## src/logic/csuc_pkg.sv

```systemverilog
// shared constants, carriers and helpers of the security gate
// assumes a single system clock and an apb slave port
package csuc_pkg;

    localparam int          ADDR_W         = 12;
    localparam int          DATA_W         = 32;
    localparam int          KEY_WORDS      = 4;
    localparam int          SYNC_STAGES    = 2;

    // -------------------------------------------------------------
    // register map
    // -------------------------------------------------------------
    localparam logic [11:0] OFS_STATUS     = 12'h000;
    localparam logic [11:0] OFS_KEY01      = 12'h004;
    localparam logic [11:0] OFS_KEY23      = 12'h008;
    localparam logic [11:0] OFS_CTRL       = 12'h00C;
    localparam int          CTRL_KEY_CHECK = 0;
    localparam int          ST_SECURED     = 0;
    localparam int          ST_NORMAL      = 1;
    localparam int          ST_KEY_UNSEC   = 2;
    localparam int          ST_ERASE_UNSEC = 3;
    localparam int          ST_DBG_ACTIVE  = 4;
    localparam int          ST_COPY_LSB    = 8;

    // -------------------------------------------------------------
    // option byte layout
    // -------------------------------------------------------------
    localparam int          SEC_LSB        = 0;
    localparam int          KEYEN_LSB      = 6;
    localparam logic [1:0]  SEC_UNSEC      = 2'b10;
    localparam logic [1:0]  KEYEN_ON       = 2'b10;
    localparam logic [7:0]  COPY_RESET     = 8'hFF;
    localparam logic [15:0] KEY_ZERO       = 16'h0000;
    localparam logic [15:0] KEY_ONES       = 16'hFFFF;
    localparam logic [23:0] OPT_SECT_LO    = 24'h7F_FE00;
    localparam logic [23:0] OPT_SECT_HI    = 24'h7F_FFFF;

    typedef enum logic [1:0] {
        DBG_MEM        = 2'd0,
        DBG_CSR        = 2'd1,
        DBG_MASS_ERASE = 2'd2,
        DBG_OTHER      = 2'd3
    } csuc_dbg_kind_t;

    typedef enum logic [2:0] {
        NVM_READ       = 3'd0,
        NVM_PROG       = 3'd1,
        NVM_ERASE_SECT = 3'd2,
        NVM_ERASE_ALL  = 3'd3,
        NVM_OPT_ERASE  = 3'd4,
        NVM_OPT_PROG   = 3'd5
    } csuc_nvm_kind_t;

    typedef struct packed {
        logic           valid;
        csuc_dbg_kind_t kind;
    } csuc_dbg_req_t;

    typedef struct packed {
        logic accept;
        logic reject;
    } csuc_dbg_resp_t;

    typedef struct packed {
        logic           valid;
        csuc_nvm_kind_t kind;
    } csuc_nvm_req_t;

    typedef struct packed {
        logic        grant;
        logic        deny;
        logic [23:0] erase_lo;
        logic [23:0] erase_hi;
        logic        sec_prog_req;
        logic [7:0]  sec_prog_val;
    } csuc_nvm_resp_t;

    typedef struct packed {
        logic [7:0]                 opt_byte;
        logic [KEY_WORDS-1:0][15:0] key_store;
        logic                       opt_sector_protected;
        logic                       erase_all_done;
    } csuc_flash_in_t;

    typedef struct packed {
        logic secured;
        logic normal_mode;
        logic active_debug_state;
        logic debug_port_enable;
        logic mem_access_block;
        logic nvm_read_block;
        logic nvm_cmd_restrict;
    } csuc_sec_out_t;

    function automatic logic key_word_ok(input logic [15:0] w);
        return (w != KEY_ZERO) && (w != KEY_ONES);
    endfunction : key_word_ok

endpackage : csuc_pkg

```

## src/logic/csuc_key_cmp.sv

```systemverilog
// backdoor key comparator, purely combinational
// assumes both key sets are stable in the cycle they are compared
module csuc_key_cmp
    import csuc_pkg::*;
(
    input  wire logic [KEY_WORDS-1:0][15:0] stored,
    input  wire logic [KEY_WORDS-1:0][15:0] written,
    output logic                            stored_ok,
    output logic                            match
);

    // -------------------------------------------------------------
    // per-word validity and equality
    // -------------------------------------------------------------
    always_comb
    begin
        stored_ok = 1'b1;
        match     = 1'b1;
        for (int i = 0; i < KEY_WORDS; i++)
        begin
            stored_ok = stored_ok & key_word_ok(stored[i]);
            match     = match & key_word_ok(written[i])
                        & (written[i] == stored[i]);
        end
    end

endmodule : csuc_key_cmp

```

## src/logic/csuc_gate.sv

```systemverilog
// chip security gate: mode capture, security copy, debug and nvm gating
// assumes flash inputs are stable at reset release, apb master on pclk
//
// Implementation choices: the APB slave port and the placing of the registers.
module csuc_gate
    import csuc_pkg::*;
(
    input  wire logic             pclk,
    input  wire logic             presetn,
    input  wire logic             psel,
    input  wire logic             penable,
    input  wire logic             pwrite,
    input  wire logic [ADDR_W-1:0] paddr,
    input  wire logic [DATA_W-1:0] pwdata,
    output logic      [DATA_W-1:0] prdata,
    output logic                  pready,
    output logic                  pslverr,
    input  wire logic             chip_mode_select,
    input  wire csuc_flash_in_t   flash_in,
    input  wire csuc_dbg_req_t    dbg_req,
    output csuc_dbg_resp_t        dbg_resp,
    input  wire csuc_nvm_req_t    nvm_req,
    output csuc_nvm_resp_t        nvm_resp,
    output csuc_sec_out_t         sec_out
);

    // -------------------------------------------------------------
    // state
    // -------------------------------------------------------------
    typedef enum logic [3:0] {
        ST_INIT0 = 4'b0001,
        ST_INIT1 = 4'b0010,
        ST_INIT2 = 4'b0100,
        ST_RUN   = 4'b1000
    } csuc_phase_t;

    typedef struct packed {
        logic                       mode_s1;
        logic                       mode_s2;
        csuc_phase_t                phase;
        logic [7:0]                 copy;
        logic                       key_unsec;
        logic                       erase_unsec;
        logic [KEY_WORDS-1:0][15:0] key;
        csuc_sec_out_t              so;
        csuc_dbg_resp_t             dr;
        csuc_nvm_resp_t             nr;
        logic                       pready;
        logic                       pslverr;
        logic [DATA_W-1:0]          prdata;
    } csuc_state_t;

    localparam csuc_state_t RESET_STATE = '{
        mode_s1:     1'b0,
        mode_s2:     1'b0,
        phase:       ST_INIT0,
        copy:        COPY_RESET,
        key_unsec:   1'b0,
        erase_unsec: 1'b0,
        key:         '0,
        so:          '{secured: 1'b1, default: 1'b0},
        dr:          '0,
        nr:          '0,
        pready:      1'b0,
        pslverr:     1'b0,
        prdata:      '0
    };

    csuc_state_t state_ff;
    csuc_state_t nxt_state;
    logic        key_stored_ok;
    logic        key_match;
    logic        apb_setup;
    logic        apb_commit;
    logic        mapped;
    logic        dbg_ok;
    logic        nvm_ok;
    logic        key_try;

    // -------------------------------------------------------------
    // key comparator
    // -------------------------------------------------------------
    csuc_key_cmp u_key_cmp (
        .stored    (flash_in.key_store),
        .written   (state_ff.key),
        .stored_ok (key_stored_ok),
        .match     (key_match)
    );

    assign apb_setup  = psel & penable & ~state_ff.pready;
    assign apb_commit = psel & penable & state_ff.pready;
    assign mapped     = (paddr == OFS_STATUS) | (paddr == OFS_KEY01)
                      | (paddr == OFS_KEY23) | (paddr == OFS_CTRL);
    assign key_try    = apb_commit & pwrite & (paddr == OFS_CTRL)
                      & pwdata[CTRL_KEY_CHECK];

    // -------------------------------------------------------------
    // next state
    // -------------------------------------------------------------
    always_comb
    begin
        nxt_state                 = state_ff;
        dbg_ok                    = 1'b0;
        nvm_ok                    = 1'b0;
        nxt_state.mode_s1         = chip_mode_select;
        nxt_state.mode_s2         = state_ff.mode_s1;
        nxt_state.dr              = '0;
        nxt_state.nr.grant        = 1'b0;
        nxt_state.nr.deny         = 1'b0;
        nxt_state.nr.sec_prog_req = 1'b0;

        unique case (state_ff.phase)
            ST_INIT0: nxt_state.phase = ST_INIT1;
            ST_INIT1: nxt_state.phase = ST_INIT2;
            ST_INIT2:
            begin
                nxt_state.phase                 = ST_RUN;
                nxt_state.so.normal_mode        = state_ff.mode_s2;
                nxt_state.so.active_debug_state = ~state_ff.mode_s2;
                nxt_state.copy                  = flash_in.opt_byte;
            end
            ST_RUN:
            begin
                if (dbg_req.valid)
                begin
                    dbg_ok = ~state_ff.so.secured
                           | (~state_ff.so.normal_mode
                              & ((dbg_req.kind == DBG_CSR)
                                 | (dbg_req.kind == DBG_MASS_ERASE)));
                    nxt_state.dr.accept = dbg_ok;
                    nxt_state.dr.reject = ~dbg_ok;
                end
                if (nvm_req.valid)
                begin
                    unique case (nvm_req.kind)
                        NVM_READ:      nvm_ok = ~state_ff.so.secured;
                        NVM_OPT_ERASE,
                        NVM_OPT_PROG:  nvm_ok = ~flash_in.opt_sector_protected;
                        default:       nvm_ok = 1'b1;
                    endcase
                    nxt_state.nr.grant = nvm_ok;
                    nxt_state.nr.deny  = ~nvm_ok;
                    if (nvm_ok && (nvm_req.kind == NVM_OPT_ERASE))
                    begin
                        nxt_state.nr.erase_lo = OPT_SECT_LO;
                        nxt_state.nr.erase_hi = OPT_SECT_HI;
                    end
                end
                if (flash_in.erase_all_done)
                begin
                    nxt_state.erase_unsec     = 1'b1;
                    nxt_state.nr.sec_prog_req = 1'b1;
                    nxt_state.nr.sec_prog_val = {state_ff.copy[7:2], SEC_UNSEC};
                end
                if (key_try && state_ff.so.normal_mode
                    && (state_ff.copy[KEYEN_LSB +: 2] == KEYEN_ON)
                    && key_stored_ok && key_match)
                begin
                    nxt_state.key_unsec = 1'b1;
                end
            end
            default: nxt_state.phase = ST_INIT0;
        endcase

        // derived security outputs
        if (nxt_state.phase == ST_RUN)
        begin
            nxt_state.so.secured = (nxt_state.copy[SEC_LSB +: 2] != SEC_UNSEC)
                                 & ~nxt_state.key_unsec & ~nxt_state.erase_unsec;
        end
        nxt_state.so.debug_port_enable = ~(nxt_state.so.secured
                                          & nxt_state.so.normal_mode);
        nxt_state.so.mem_access_block  = nxt_state.so.secured;
        nxt_state.so.nvm_read_block    = nxt_state.so.secured;
        nxt_state.so.nvm_cmd_restrict  = nxt_state.so.secured;

        // apb slave, one wait state
        nxt_state.pready = apb_setup;
        if (apb_setup)
        begin
            nxt_state.pslverr = ~mapped;
            nxt_state.prdata  = '0;
            if (!pwrite && (paddr == OFS_STATUS))
            begin
                nxt_state.prdata[ST_SECURED]          = state_ff.so.secured;
                nxt_state.prdata[ST_NORMAL]           = state_ff.so.normal_mode;
                nxt_state.prdata[ST_KEY_UNSEC]        = state_ff.key_unsec;
                nxt_state.prdata[ST_ERASE_UNSEC]      = state_ff.erase_unsec;
                nxt_state.prdata[ST_DBG_ACTIVE]       = state_ff.so.active_debug_state;
                nxt_state.prdata[ST_COPY_LSB +: 8]    = state_ff.copy;
            end
        end
        else
        begin
            nxt_state.pslverr = 1'b0;
        end
        if (apb_commit && pwrite)
        begin
            if (paddr == OFS_KEY01)
            begin
                nxt_state.key[0] = pwdata[15:0];
                nxt_state.key[1] = pwdata[31:16];
            end
            if (paddr == OFS_KEY23)
            begin
                nxt_state.key[2] = pwdata[15:0];
                nxt_state.key[3] = pwdata[31:16];
            end
        end
    end

    // -------------------------------------------------------------
    // registers
    // -------------------------------------------------------------
    always_ff @(posedge pclk or negedge presetn)
    begin
        if (!presetn)
        begin
            state_ff <= RESET_STATE;
        end
        else
        begin
            state_ff <= nxt_state;
        end
    end

    assign prdata   = state_ff.prdata;
    assign pready   = state_ff.pready;
    assign pslverr  = state_ff.pslverr;
    assign dbg_resp = state_ff.dr;
    assign nvm_resp = state_ff.nr;
    assign sec_out  = state_ff.so;
endmodule : csuc_gate

```

## config.mk

```make
export PLATFORM = sky130hd
export DESIGN_NAME = csuc_gate
export DESIGN_NICKNAME = d
export VERILOG_FILES = /design/src/logic/csuc_pkg.sv /design/src/logic/csuc_key_cmp.sv /design/src/logic/csuc_gate.sv
export SDC_FILE = /design/constraint.sdc
export NUM_CORES = 1
export LEC_CHECK = 0
export ABC_AREA = 1
export BUFFER_PORTS_ARGS = -buffer_cell sky130_fd_sc_hd__buf_2
export CORE_AREA = 2 2 116 118
export DETAILED_ROUTE_END_ITERATION = 8
export DIE_AREA = 0 0 118 120
export GPL_TIMING_DRIVEN = 0
export PLACE_DENSITY_LB_ADDON = 0.25
export SETUP_SLACK_MARGIN = 0.4
export SKIP_CTS_REPAIR_TIMING = 1
export SLEW_MARGIN = 20
export SYNTH_ARGS = -nofsm -noshare
export SYNTH_HDL_FRONTEND = slang
export SYNTH_SLANG_ARGS = --single-unit
```

## constraint.sdc

```tcl
create_clock -name pclk -period 2.7 [get_ports pclk]
set_input_delay 0.405 -clock pclk [delete_from_list [all_inputs] [get_ports pclk]]
set_output_delay 0.405 -clock pclk [all_outputs]
set_load 0.005 [all_outputs]
```

After elaboration in Yosys (flattened, before gate mapping) --
Index checks and enable logic that the tools add are counted.
Storage, ports and cells: bits in registers 114, bits of input ports 131, output and inout bits 102, word-level logic and storage cells 138
Operators by class: equal/unequal tests 26, mux-type cells 18, bitwise gates (word level) 36, reduce and logical (&&, ||, !) cells 31
Operators by type and width (number):
- 16-bit inequality test (second input constant) | 8
- 16-bit nonzero test | 8
- 16-bit == test | 4
- 61-bit two-way mux | 1
- 50-bit two-way mux | 1
- 47-bit two-way mux | 1
- 12-bit by 4-bit == test with 1-bit output (second input constant) | 2
- 1-bit AND | 20
- 4-bit one-hot mux with 4 select lines | 1
- 1-bit logical AND | 15
- 12-bit by 3-bit == test with 1-bit output (second input constant) | 1
- 12-bit logical NOT | 1
- 1-bit NOT | 11
- 9-bit two-way mux | 1
- 4-bit == test (second input constant) | 2
- 2-bit two-way mux | 4
- 8-bit two-way mux | 1
- 3-bit == test (second input constant) | 2
- 1-bit two-way mux | 6
- 2-bit AND reduction | 3
- 5-bit two-way mux | 1
- 1-bit bitwise OR | 5
- 2-bit == test (second input constant) | 2
- 4-bit by 1-bit == test with 1-bit output (second input constant) | 1
- other kinds (9) | 9

Logic depth before layout (Yosys ltp) --
Gate-level depths: netlist of run 1.
depth after elaboration 18, depth in mapped cells 14, gate-level depth less buffers 14

Hierarchy --
Synthesis of run 1 repeated with hierarchy kept, for this count alone.
Unflattened totals: cells, all modules 971, area total of the unflattened synthesis 7170.6 µm²
By module, submodules not included:
- csuc_gate | times used 1, cells an instance 548, area an instance 5313.8 µm², sequential area each 2840.2 µm²
- csuc_key_cmp | times used 1, cells an instance 423, area an instance 1856.8 µm², sequential area each 0.0 µm²

Worst setup path after synthesis of run 1 --
Ideal clock, no wire load.
kind reg2out, start register, netlist name nvm_resp[42], end output port nvm_resp[10] (netlist name), arrival 1.089 ns, data required time 2.295 ns, setup slack 1.206 ns, cell stages (with the launch flop) 2, path buffers 1, cell sequence dfrtp_1 > buf_4
RTL lines:
- end: declaration | line csuc_gate.sv:23 | output csuc_nvm_resp_t nvm_resp,

Worst setup path after layout of run 1 --
start register state_ff, in the netlist pready, end register state_ff[163] (netlist name)
Between the ends: cells in the longest elaborated chain, start to end 3
Ends and longest elaborated chain:
- start: declaration | line csuc_gate.sv:69 | csuc_state_t state_ff;
- start signal: assignment | line csuc_gate.sv:223 | state_ff <= nxt_state;
- 1-bit AND | line csuc_gate.sv:91 | assign apb_commit = psel & penable & state_ff.pready;
- 1-bit logical AND | line csuc_gate.sv:197 | if (apb_commit && pwrite)
- 2-bit AND reduction (no source line)
Every way passes these cells. A chain may end at the register's enable or synchronous reset.

==> flow_metrics.py, run 1 <==
metrics = {
    "status": {
        "status": "finished, final reports clean",
    },
    "die": {
        "die_x_um": 118,
        "initial_core_util_pct": 53.2,
        "io_pins": 233,
        "die_y_um": 120,
        "dieArea_um2": 14200,
        "coreArea_um2": 13000,
        "rows": 42,
    },
    "critical_path": {
        "reg2reg_depth": 6,
        "path_depth": 6,
        "critical-path-top-delay-family": "simple AND/OR/NAND/NOR gates",
        "crit_path_cell_trace": "nand2_1, nor2_2, nand3_1, clkbuf_1, nand2_1, o21ai_0",
        "r2r_start": "pready$_DFF_PN0_",
        "crit_fanout": 10,
        "crit_start": "pready$_DFF_PN0_",
        "cpMaxStageDelayCell": "nand3_1",
        "regToRegSetupSlack_ps": 830,
        "critical_path_class": "flop to flop",
        "start_kind": "flop",
        "crit_path_end_kind": "flop",
        "worstPathRequired_ps": 2970,
        "worst-path-buf-inv": 1,
        "cp-endpoint": "state_ff[163]$_DFFE_PN0P_",
        "r2r_end": "state_ff[163]$_DFFE_PN0P_",
        "slowest_delay_ps": 440,
        "cpMostUsedCell": "nand2_1",
        "crit_arrival_ps": 2140,
    },
    "hold_path": {
        "whs_path_depth": 1,
        "min_path_type": "input pin to flop",
    },
    "synth": {
        "postSynthCellCount": 964,
        "synth_top_area_cell": "dfrtp_1",
        "syn_avg_cell_area_um2": 7.16,
        "synth-async-reset-ratio_pct": 100,
        "yosysMostFrequentCell": "nand2_1",
        "synth-seq-cells": 113,
        "synthTopCellsByArea": "dfrtp_1 (37%), nand2_1 (15%), buf_4 (11%)",
        "synthFlopType": "dfrtp_1",
        "netlist_area_um2": 6900,
        "synth_top_area_share_pct": 37.3,
        "ys.warnings.count": 0,
        "synth_common_cells": "nand2_1 (269), nor2_1 (136), inv_1 (122)",
        "seq_area_frac_synth_pct": 41.1,
        "synth_edf_count": 0,
        "yosysUniqueCellTypes": 29,
    },
    "timing": {
        "relSlewSlack_pct": 63.4,
        "drv_slew": 0,
        "setup_viol": 0,
        "tightestPinTransition_ps": 549,
        "period_share_pct": 69.4,
        "grt_setup_unrepaired": "no",
        "fmax_ghz": 0.534,
        "period_needed_ps": 1870,
        "hold_viol": 0,
        "finalClockSkew_ps": 12.3,
    },
    "drt": {
        "vias_per_cell": 4.82,
        "first_iter_violations": 436,
        "num_vias": 6777,
        "drc": 0,
        "first_pass_iters": 5,
        "wl_per_cell_um": 14.1,
        "wirelength_um": 19900,
        "ant_nets": 0,
    },
    "cts": {
        "cts.sinks": 113,
        "path_clk_slew_ps": 60,
        "numCtsBuffers": 17,
        "insertion_delay_ps": 420,
        "clockBufferDepth": 2,
        "cts_root_buf": "clkbuf_16",
        "h-tree-depth": 4,
        "tritoncts": "yes",
    },
    "grt": {
        "grt_max_degree": 60,
        "track_usage_pct": 28.6,
        "antenna_found_initial": 1,
        "grt_pass1_vias": 6467,
        "grt-ovfl-total": 0,
        "grt_pass1_wl_um": 31500,
    },
    "pwr": {
        "ir_drop_uv": 479,
        "power_mw": 4.70,
        "leakagePower_nw": 4.72,
        "powerDensity_nw_per_um2": 527,
    },
    "placement": {
        "gp_congestion": 0.961,
        "io_buffers": 201,
        "dpl.cell_count": 1372,
        "hpwl_um": 16000,
    },
    "run": {
        "cap_violations": 0,
    },
    "finish": {
        "fin_nets": 1347,
        "area_growth_pct": 29.3,
        "fin_cells": 1406,
        "drive_above_1_share_pct": 29.2,
    },
}
## logic make-up after synthesis
logic type,after synthesis,share of synthesized area (%)
simple gates,465,27.3
buf+inv,241,18.6
other cells,1,0.0543
compound gates,108,8.37
flops,113,41.1
xor+xnor,36,4.57
## cell usage in the layout (no fill, tap or decap), drive strengths merged, types with 5 or more instances in the layout
cell,netlist,layout
xnor2,31,31
o21ai,90,90
dfrtp,103,103
buf,102,304
xor2,5,5
conb,1,31
inv,123,129
nand4,28,28
nand2,271,271
dfstp,10,10
clkbuf,15,35
nor2,140,140
o31ai,11,11
nand3,16,16
nor3,7,7
## worst register-to-register path, cell delays in order (launching register included)
cell	delay, ps
dfrtp_1	400
nand2_1	90
nor2_2	190
nand3_1	440
clkbuf_1	390
nand2_1	120
o21ai_0	100
## final cells by class
class | count | area [um^2]
timing repair buffer | 203 | 1050
buffer | 117 | 817
clock buffer | 20 | 467
inverter | 124 | 465
sequential | 113 | 2840
clock inverter | 12 | 168
fill | 1166 | 4060
tap | 176 | 220
antenna | 1 | 2.50
multi-input combinational | 640 | 2890
## through the flow
stage	cell area, um^2	TNS, ps	hold WS [ps]	util, %	worst slack (ps)
after CTS	8910	0	-39.7	68.6	500
after floorplan	7020	0	109	-	1210
after global placement	8240	-4420	333	63.5	-50.2
final	8920	0	99.2	68.7	826
after global routing	8920	0	90.2	68.7	689
after detailed placement	8280	0	349	63.8	669
## per-layer routing
metal	track usage, %	up-vias	share of wire (%)
met2	50.1	293	49
met3	4.99	48	6.2
met4	13.5	0	3.9
met1	34.3	3070	41
li1	-	3366	-
met5	0	-	0
## flip-flops by register name, indices dropped and copies added (netlist names)
signal and count:
state_ff 79, prdata 13, nvm_resp 11, sec_out 5
dbg_resp 2, nxt_state 1, pready 1, pslverr 1
## worst min-delay path by stage
stage	start	slack, ps	endpoint
after detailed placement	nxt_state[180]$_DFF_PN0_	350	state_ff[180]$_DFF_PN0_
after floorplan	presetn	110	dbg_resp[0]$_DFF_PN0_
final	chip_mode_select	100	nxt_state[180]$_DFF_PN0_
after CTS	presetn	-40	prdata[9]$_DFFE_PN0P_
after global routing	chip_mode_select	90	nxt_state[180]$_DFF_PN0_
after global placement	nxt_state[180]$_DFF_PN0_	330	state_ff[180]$_DFF_PN0_
## power breakdown
part / total [mW] / switching, mW / internal [mW]
clock: 2.39 / 0.847 / 1.55
combinational: 0.559 / 0.269 / 0.290
sequential: 1.75 / 0.0263 / 1.72
total: 4.70 / 1.14 / 3.56
Note: power is estimated with default switching activity, not from simulation.
==> run 2: changes to the inputs <==
CORE_AREA = 2 2 120 122   (was 2 2 116 118)
DIE_AREA = 0 0 122 124   (was 0 0 118 120)
clock period = 1.85 ns   (was 2.7 ns; I/O delays follow)
==> run 2 against run 1 <==
Global-route usage fell by 1.2 points. Sequential share of layout area fell by 4.1 points. Cell count rose by 3.0%. Via count rose by 6.3%. Clock-buffer cell count did not move. Worst hold slack got worse by 20 ps. Die area rose by 6.8%. Total power rose by 47%. Non-clock buffer count rose by 38. Setup slack got worse by 650 ps. Sequential cell count did not move. Register-to-register slack got worse by 650 ps.
==> flow_metrics.py, run 2 (synthesis gave the netlist of run 1 again) <==
metrics = {
    "finish": {
        "num-fill-cells": 1069,
        "largest-register": "state_ff",
        "fin_cells": 1448,
        "postLayoutCellArea_um2": 10300,
        "final_common_cell": "nand2_1",
        "drive_above_1_share_pct": 38.8,
        "layout_common_cells": "nand2_1 (230), buf_2 (163), nor2_1 (132), inv_1 (120), dfrtp_1 (100)",
        "fin_nets": 1385,
        "largest_register_ffs": 79,
        "postLayoutCoreUtil_pct": 74.9,
        "area_growth_pct": 48.9,
    },
    "grt": {
        "grt-ovfl-total": 0,
        "grt_pass1_vias": 6240,
        "track_usage_pct": 27.4,
        "antenna_found_initial": 0,
        "grt_max_degree": 71,
        "grt_pass1_wl_um": 31200,
    },
    "timing": {
        "fmax_ghz": 0.596,
        "period_share_pct": 90.7,
        "setup_viol": 0,
        "drv_slew": 0,
        "fin_ws_ps": 172,
        "hold_viol": 0,
        "finalClockSkew_ps": 6.03,
        "period_needed_ps": 1680,
        "grt_setup_unrepaired": "yes",
        "fin_hold_ws_ps": 79.4,
        "totalNegativeSetupSlack_ps": 0,
    },
    "critical_path": {
        "cpMaxStageDelayCell": "dfrtp_1",
        "start_kind": "flop",
        "worstPathRequired_ps": 2140,
        "crit_arrival_ps": 1970,
        "critical-path-top-delay-family": "simple AND/OR/NAND/NOR gates",
        "crit_path_cell_trace": "inv_1, nand2_1, o21ai_0, nor2_1, nand2_1, nor2_1, nand2_1, nor2_1, nand3_2, nand3_2, nand2_4",
        "critical_path_class": "flop to flop",
        "slowest_delay_ps": 450,
        "worst-path-buf-inv": 1,
        "crit_path_end_kind": "flop",
        "crit_fanout": 4,
    },
    "die": {
        "die_y_um": 124,
        "initial_core_util_pct": 50.3,
        "rows": 43,
        "dieArea_um2": 15100,
        "coreArea_um2": 13700,
        "die_x_um": 122,
        "io_pins": 233,
    },
    "pwr": {
        "netSwitchingPower_mw": 1.71,
        "seqPwrFrac_pct": 36.7,
        "powerDensity_nw_per_um2": 674,
        "leakagePower_nw": 5.35,
        "ir_drop_uv": 590,
        "swShare_pct": 24.7,
        "p_int_mw": 5.21,
        "comb_power_share_pct": 16.6,
        "pwr-share-clk_pct": 46.6,
        "power_mw": 6.93,
    },
    "placement": {
        "hpwl_um": 16200,
        "place_area_um2": 8280,
        "io_buffers": 201,
        "dp_slack_ps": -86.2,
        "gp_congestion": 0.999,
        "dpl.cell_count": 1376,
    },
    "drt": {
        "num_vias": 7202,
        "drc": 0,
        "wl_per_cell_um": 15.9,
        "first_iter_violations": 462,
        "wirelength_um": 23100,
        "ant_nets": 0,
        "first_pass_iters": 5,
        "vias_per_cell": 4.97,
    },
    "cts": {
        "path_clk_slew_ps": 50,
        "numCtsBuffers": 17,
        "h-tree-depth": 4,
        "tritoncts": "yes",
        "cts_root_buf": "clkbuf_16",
        "cts.sinks": 113,
        "insertion_delay_ps": 420,
        "clockBufferDepth": 2,
    },
    "run": {
        "cap_violations": 0,
    },
    "status": {
        "status": "finished, final reports clean",
    },
    "hold_path": {
        "min_path_type": "input pin to flop",
    },
}
==> run 2: power groups by stage <==
stage / sequential (mW) / combinational (mW) / clock, mW
CTS: 2.55 / 0.823 / 3.26
global route: 2.55 / 1.25 / 3.37
detailed placement: 2.60 / 0.820 / 0
floorplan: 2.59 / 0.406 / 0
finish: 2.54 / 1.15 / 3.23
global placement: 2.59 / 0.802 / 0
==> run 2: cell type report <==
type	instances	area (um^2)	area share, %
Multi-Input combinational cell	640	3250	31.6
Sequential cell	113	2850	27.7
Timing Repair Buffer	241	1800	17.5
Buffer	117	1100	10.7
Inverter	124	465	4.53
Clock buffer	20	457	4.44
Tap cell	180	225	2.19
Clock inverter	12	134	1.30
Antenna cell	1	2.50	0.0244
==> run 2: worst reg2reg max path, cell delays in order (launching register included) <==
cell and delay, ps:
dfrtp_1 450, inv_1 90, nand2_1 60, o21ai_0 80
nor2_1 190, nand2_1 80, nor2_1 100, nand2_1 60
nor2_1 150, nand3_2 140, nand3_2 110, nand2_4 70
==> run 2: path summary, 6_finish.rpt <==
path / slack [ps] / to / startpoint / cells after the start
setup / recovery: 170 / sec_out[0]$_DFF_PN0_ / state_ff[117]$_DFFE_PN0P_ / 11
setup reg to reg: 170 / sec_out[0]$_DFF_PN0_ / state_ff[117]$_DFFE_PN0P_ / 11
hold / removal: 80 / state_ff[175]$_DFFE_PN1N_ / flash_in[73] / 3
min in group asynchronous: 350 / state_ff[150]$_DFFE_PN0P_ / presetn / 2
hold reg to reg: 360 / state_ff[180]$_DFF_PN0_ / nxt_state[180]$_DFF_PN0_ / 0
max in group asynchronous: 770 / state_ff[169]$_DFF_PN1_ / presetn / 3
==> run 2: metal layers <==
layer / vias up / global-route usage [%] / share of wire, %
met5: - / 0 / 0
met2: 369 / 46.6 / 49
met4: 0 / 12.9 / 4.6
met1: 3309 / 33.2 / 38
li1: 3446 / - / -
met3: 78 / 6.27 / 7.9
==> run 3: changes to the inputs <==
BUFFER_PORTS_ARGS = not set   (was -buffer_cell sky130_fd_sc_hd__buf_2)
CORE_AREA = 2 2 107 109   (was 2 2 120 122)
DIE_AREA = 0 0 109 111   (was 0 0 122 124)
DONT_BUFFER_PORTS = 1   (was not set)
==> run 3 against run 2 <==
Register-to-register slack worse by 70 ps. Clock power up 4%. The flow now finishes with violations (hold timing). Sequential power about the same. Clock-buffer cell count decreased by 3. Non-clock buffer count is 198 lower. Largest power group unchanged. Total power shrank 5.2%. Die area fell by 20%. Cell count shrank 16%.
==> flow_metrics.py, run 3 (synthesis gave the netlist of run 1 again) <==
metrics = {
    "status": {
        "status": "finished, violations left",
        "violations": "hold timing",
    },
    "critical_path": {
        "crit_arrival_ps": 2040,
        "crit_path_cell_trace": "xnor2_1, nand2_1, nor2_1, nand2_1, nor2_1, nand2_1, nor2_1, nand3_2, nand3_2, nand2_4",
        "worstPathRequired_ps": 2140,
        "critical-path-top-delay-family": "simple AND/OR/NAND/NOR gates",
        "worst-path-buf-inv": 0,
        "crit_path_end_kind": "flop",
        "cpMaxStageDelayCell": "dfrtp_1",
        "crit_fanout": 4,
        "start_kind": "flop",
        "slowest_delay_ps": 440,
        "critical_path_class": "flop to flop",
    },
    "timing": {
        "period_share_pct": 94.5,
        "period_needed_ps": 1750,
        "grt_setup_unrepaired": "yes",
        "setup_viol": 0,
        "drv_slew": 0,
        "finalClockSkew_ps": 9.06,
        "fin_hold_ws_ps": -447,
        "hold_viol": 114,
        "totalNegativeSetupSlack_ps": 0,
        "fmax_ghz": 0.572,
    },
    "drt": {
        "wirelength_um": 21900,
        "first_iter_violations": 562,
        "drc": 0,
        "first_pass_iters": 5,
        "vias_per_cell": 5.41,
        "ant_nets": 0,
        "num_vias": 6563,
        "wl_per_cell_um": 18.0,
    },
    "placement": {
        "hpwl_um": 14800,
        "place_area_um2": 7190,
        "gp_congestion": 0.982,
        "io_buffers": 0,
    },
    "pwr": {
        "power_mw": 6.56,
        "comb_power_share_pct": 10.1,
        "pwr-share-clk_pct": 51.2,
        "netSwitchingPower_mw": 1.65,
        "powerDensity_nw_per_um2": 739,
        "swShare_pct": 25.2,
        "seqPwrFrac_pct": 38.7,
        "ir_drop_uv": 666,
        "p_int_mw": 4.91,
        "leakagePower_nw": 4.41,
    },
    "cts": {
        "tritoncts": "yes",
        "clockBufferDepth": 2,
        "cts_root_buf": "clkbuf_16",
        "numCtsBuffers": 17,
        "h-tree-depth": 4,
        "cts.sinks": 113,
        "path_clk_slew_ps": 60,
        "insertion_delay_ps": 420,
    },
    "grt": {
        "grt_max_degree": 114,
        "grt_pass1_vias": 5863,
        "track_usage_pct": 32.3,
        "grt-ovfl-total": 0,
        "grt_pass1_wl_um": 29300,
        "antenna_found_initial": 0,
    },
    "finish": {
        "postLayoutCoreUtil_pct": 80.2,
        "area_growth_pct": 28.7,
        "num-fill-cells": 761,
        "final_common_cell": "nand2_1",
        "largest_register_ffs": 79,
        "antenna_cells": 0,
        "drive_above_1_share_pct": 26.2,
        "fin_nets": 1188,
        "layout_common_cells": "nand2_1 (236), nor2_1 (132), inv_1 (119), dfrtp_1 (100), buf_4 (90)",
        "largest-register": "state_ff",
        "postLayoutCellArea_um2": 8880,
    },
    "die": {
        "die_y_um": 111,
        "coreArea_um2": 11100,
        "rows": 39,
        "io_pins": 233,
        "die_x_um": 109,
        "initial_core_util_pct": 62.3,
        "dieArea_um2": 12100,
    },
    "hold_path": {
        "min_path_type": "input pin to async pin",
    },
    "run": {
        "cap_violations": 0,
    },
}
[run 3: changes by cell type in the layout (fill, tap and decap cells not counted), moves of 6 or more]
| cell | change |
|---|---|
| nand2_1 | +6 |
| buf_4 | +16 |
| buf_6 | -53 |
| buf_2 | -162 |
[run 3: area by class of cell]
class	count	area (um^2)	area share, %
multi-input cells	641	3230	36.3
plain buffers	117	1030	11.6
clock inverters	15	171	1.93
flip-flops and latches	113	2850	32.0
clock buffers	17	425	4.79
repair buffers	43	537	6.04
well taps	143	179	2.01
inverters	124	465	5.24
[run 3: routing by layer]
| metal | vias to the layer above | GRT usage [%] | share of wire, % |
|---|---|---|---|
| li1 | 3059 | - | - |
| met1 | 3046 | 36.8 | 36 |
| met2 | 379 | 55.2 | 51 |
| met3 | 79 | 7.41 | 8.1 |
| met4 | 0 | 17.4 | 5.1 |
| met5 | - | 0 | 0 |
[run 3: path summary, 6_finish.rpt]
check / slack [ps] / depth (start not counted) / to / start
min: -450 / 0 / prdata[13]$_DFFE_PN0P_ / presetn
min in group pclk: -10 / 2 / state_ff[172]$_DFFE_PN1N_ / flash_in[70]
max reg2reg: 100 / 10 / sec_out[0]$_DFF_PN0_ / state_ff[160]$_DFFE_PN0P_
min reg2reg: 420 / 0 / state_ff[180]$_DFF_PN0_ / nxt_state[180]$_DFF_PN0_
max: 100 / 10 / sec_out[0]$_DFF_PN0_ / state_ff[160]$_DFFE_PN0P_
max in group asynchronous: 2070 / 0 / state_ff[169]$_DFF_PN1_ / presetn
[run 3: power groups by stage]
stage	registers, mW	logic [mW]	clock network, mW
floorplan	2.59	0.406	0
global placement	2.59	0.469	0
detailed placement	2.60	0.475	0
CTS	2.55	0.479	3.35
global route	2.54	0.721	3.50
finish	2.54	0.662	3.36
[run 3: metrics by stage]
stage	instances	hold slack, ps	setup WS, ps
2_1_floorplan	994	-18.1	406
3_3_place_gp	1137	-15.5	-175
3_5_place_dp	1137	-16.1	-134
4_1_cts	1169	-456	-162
5_1_grt	1213	-459	23.5
6_report	1213	-447	103
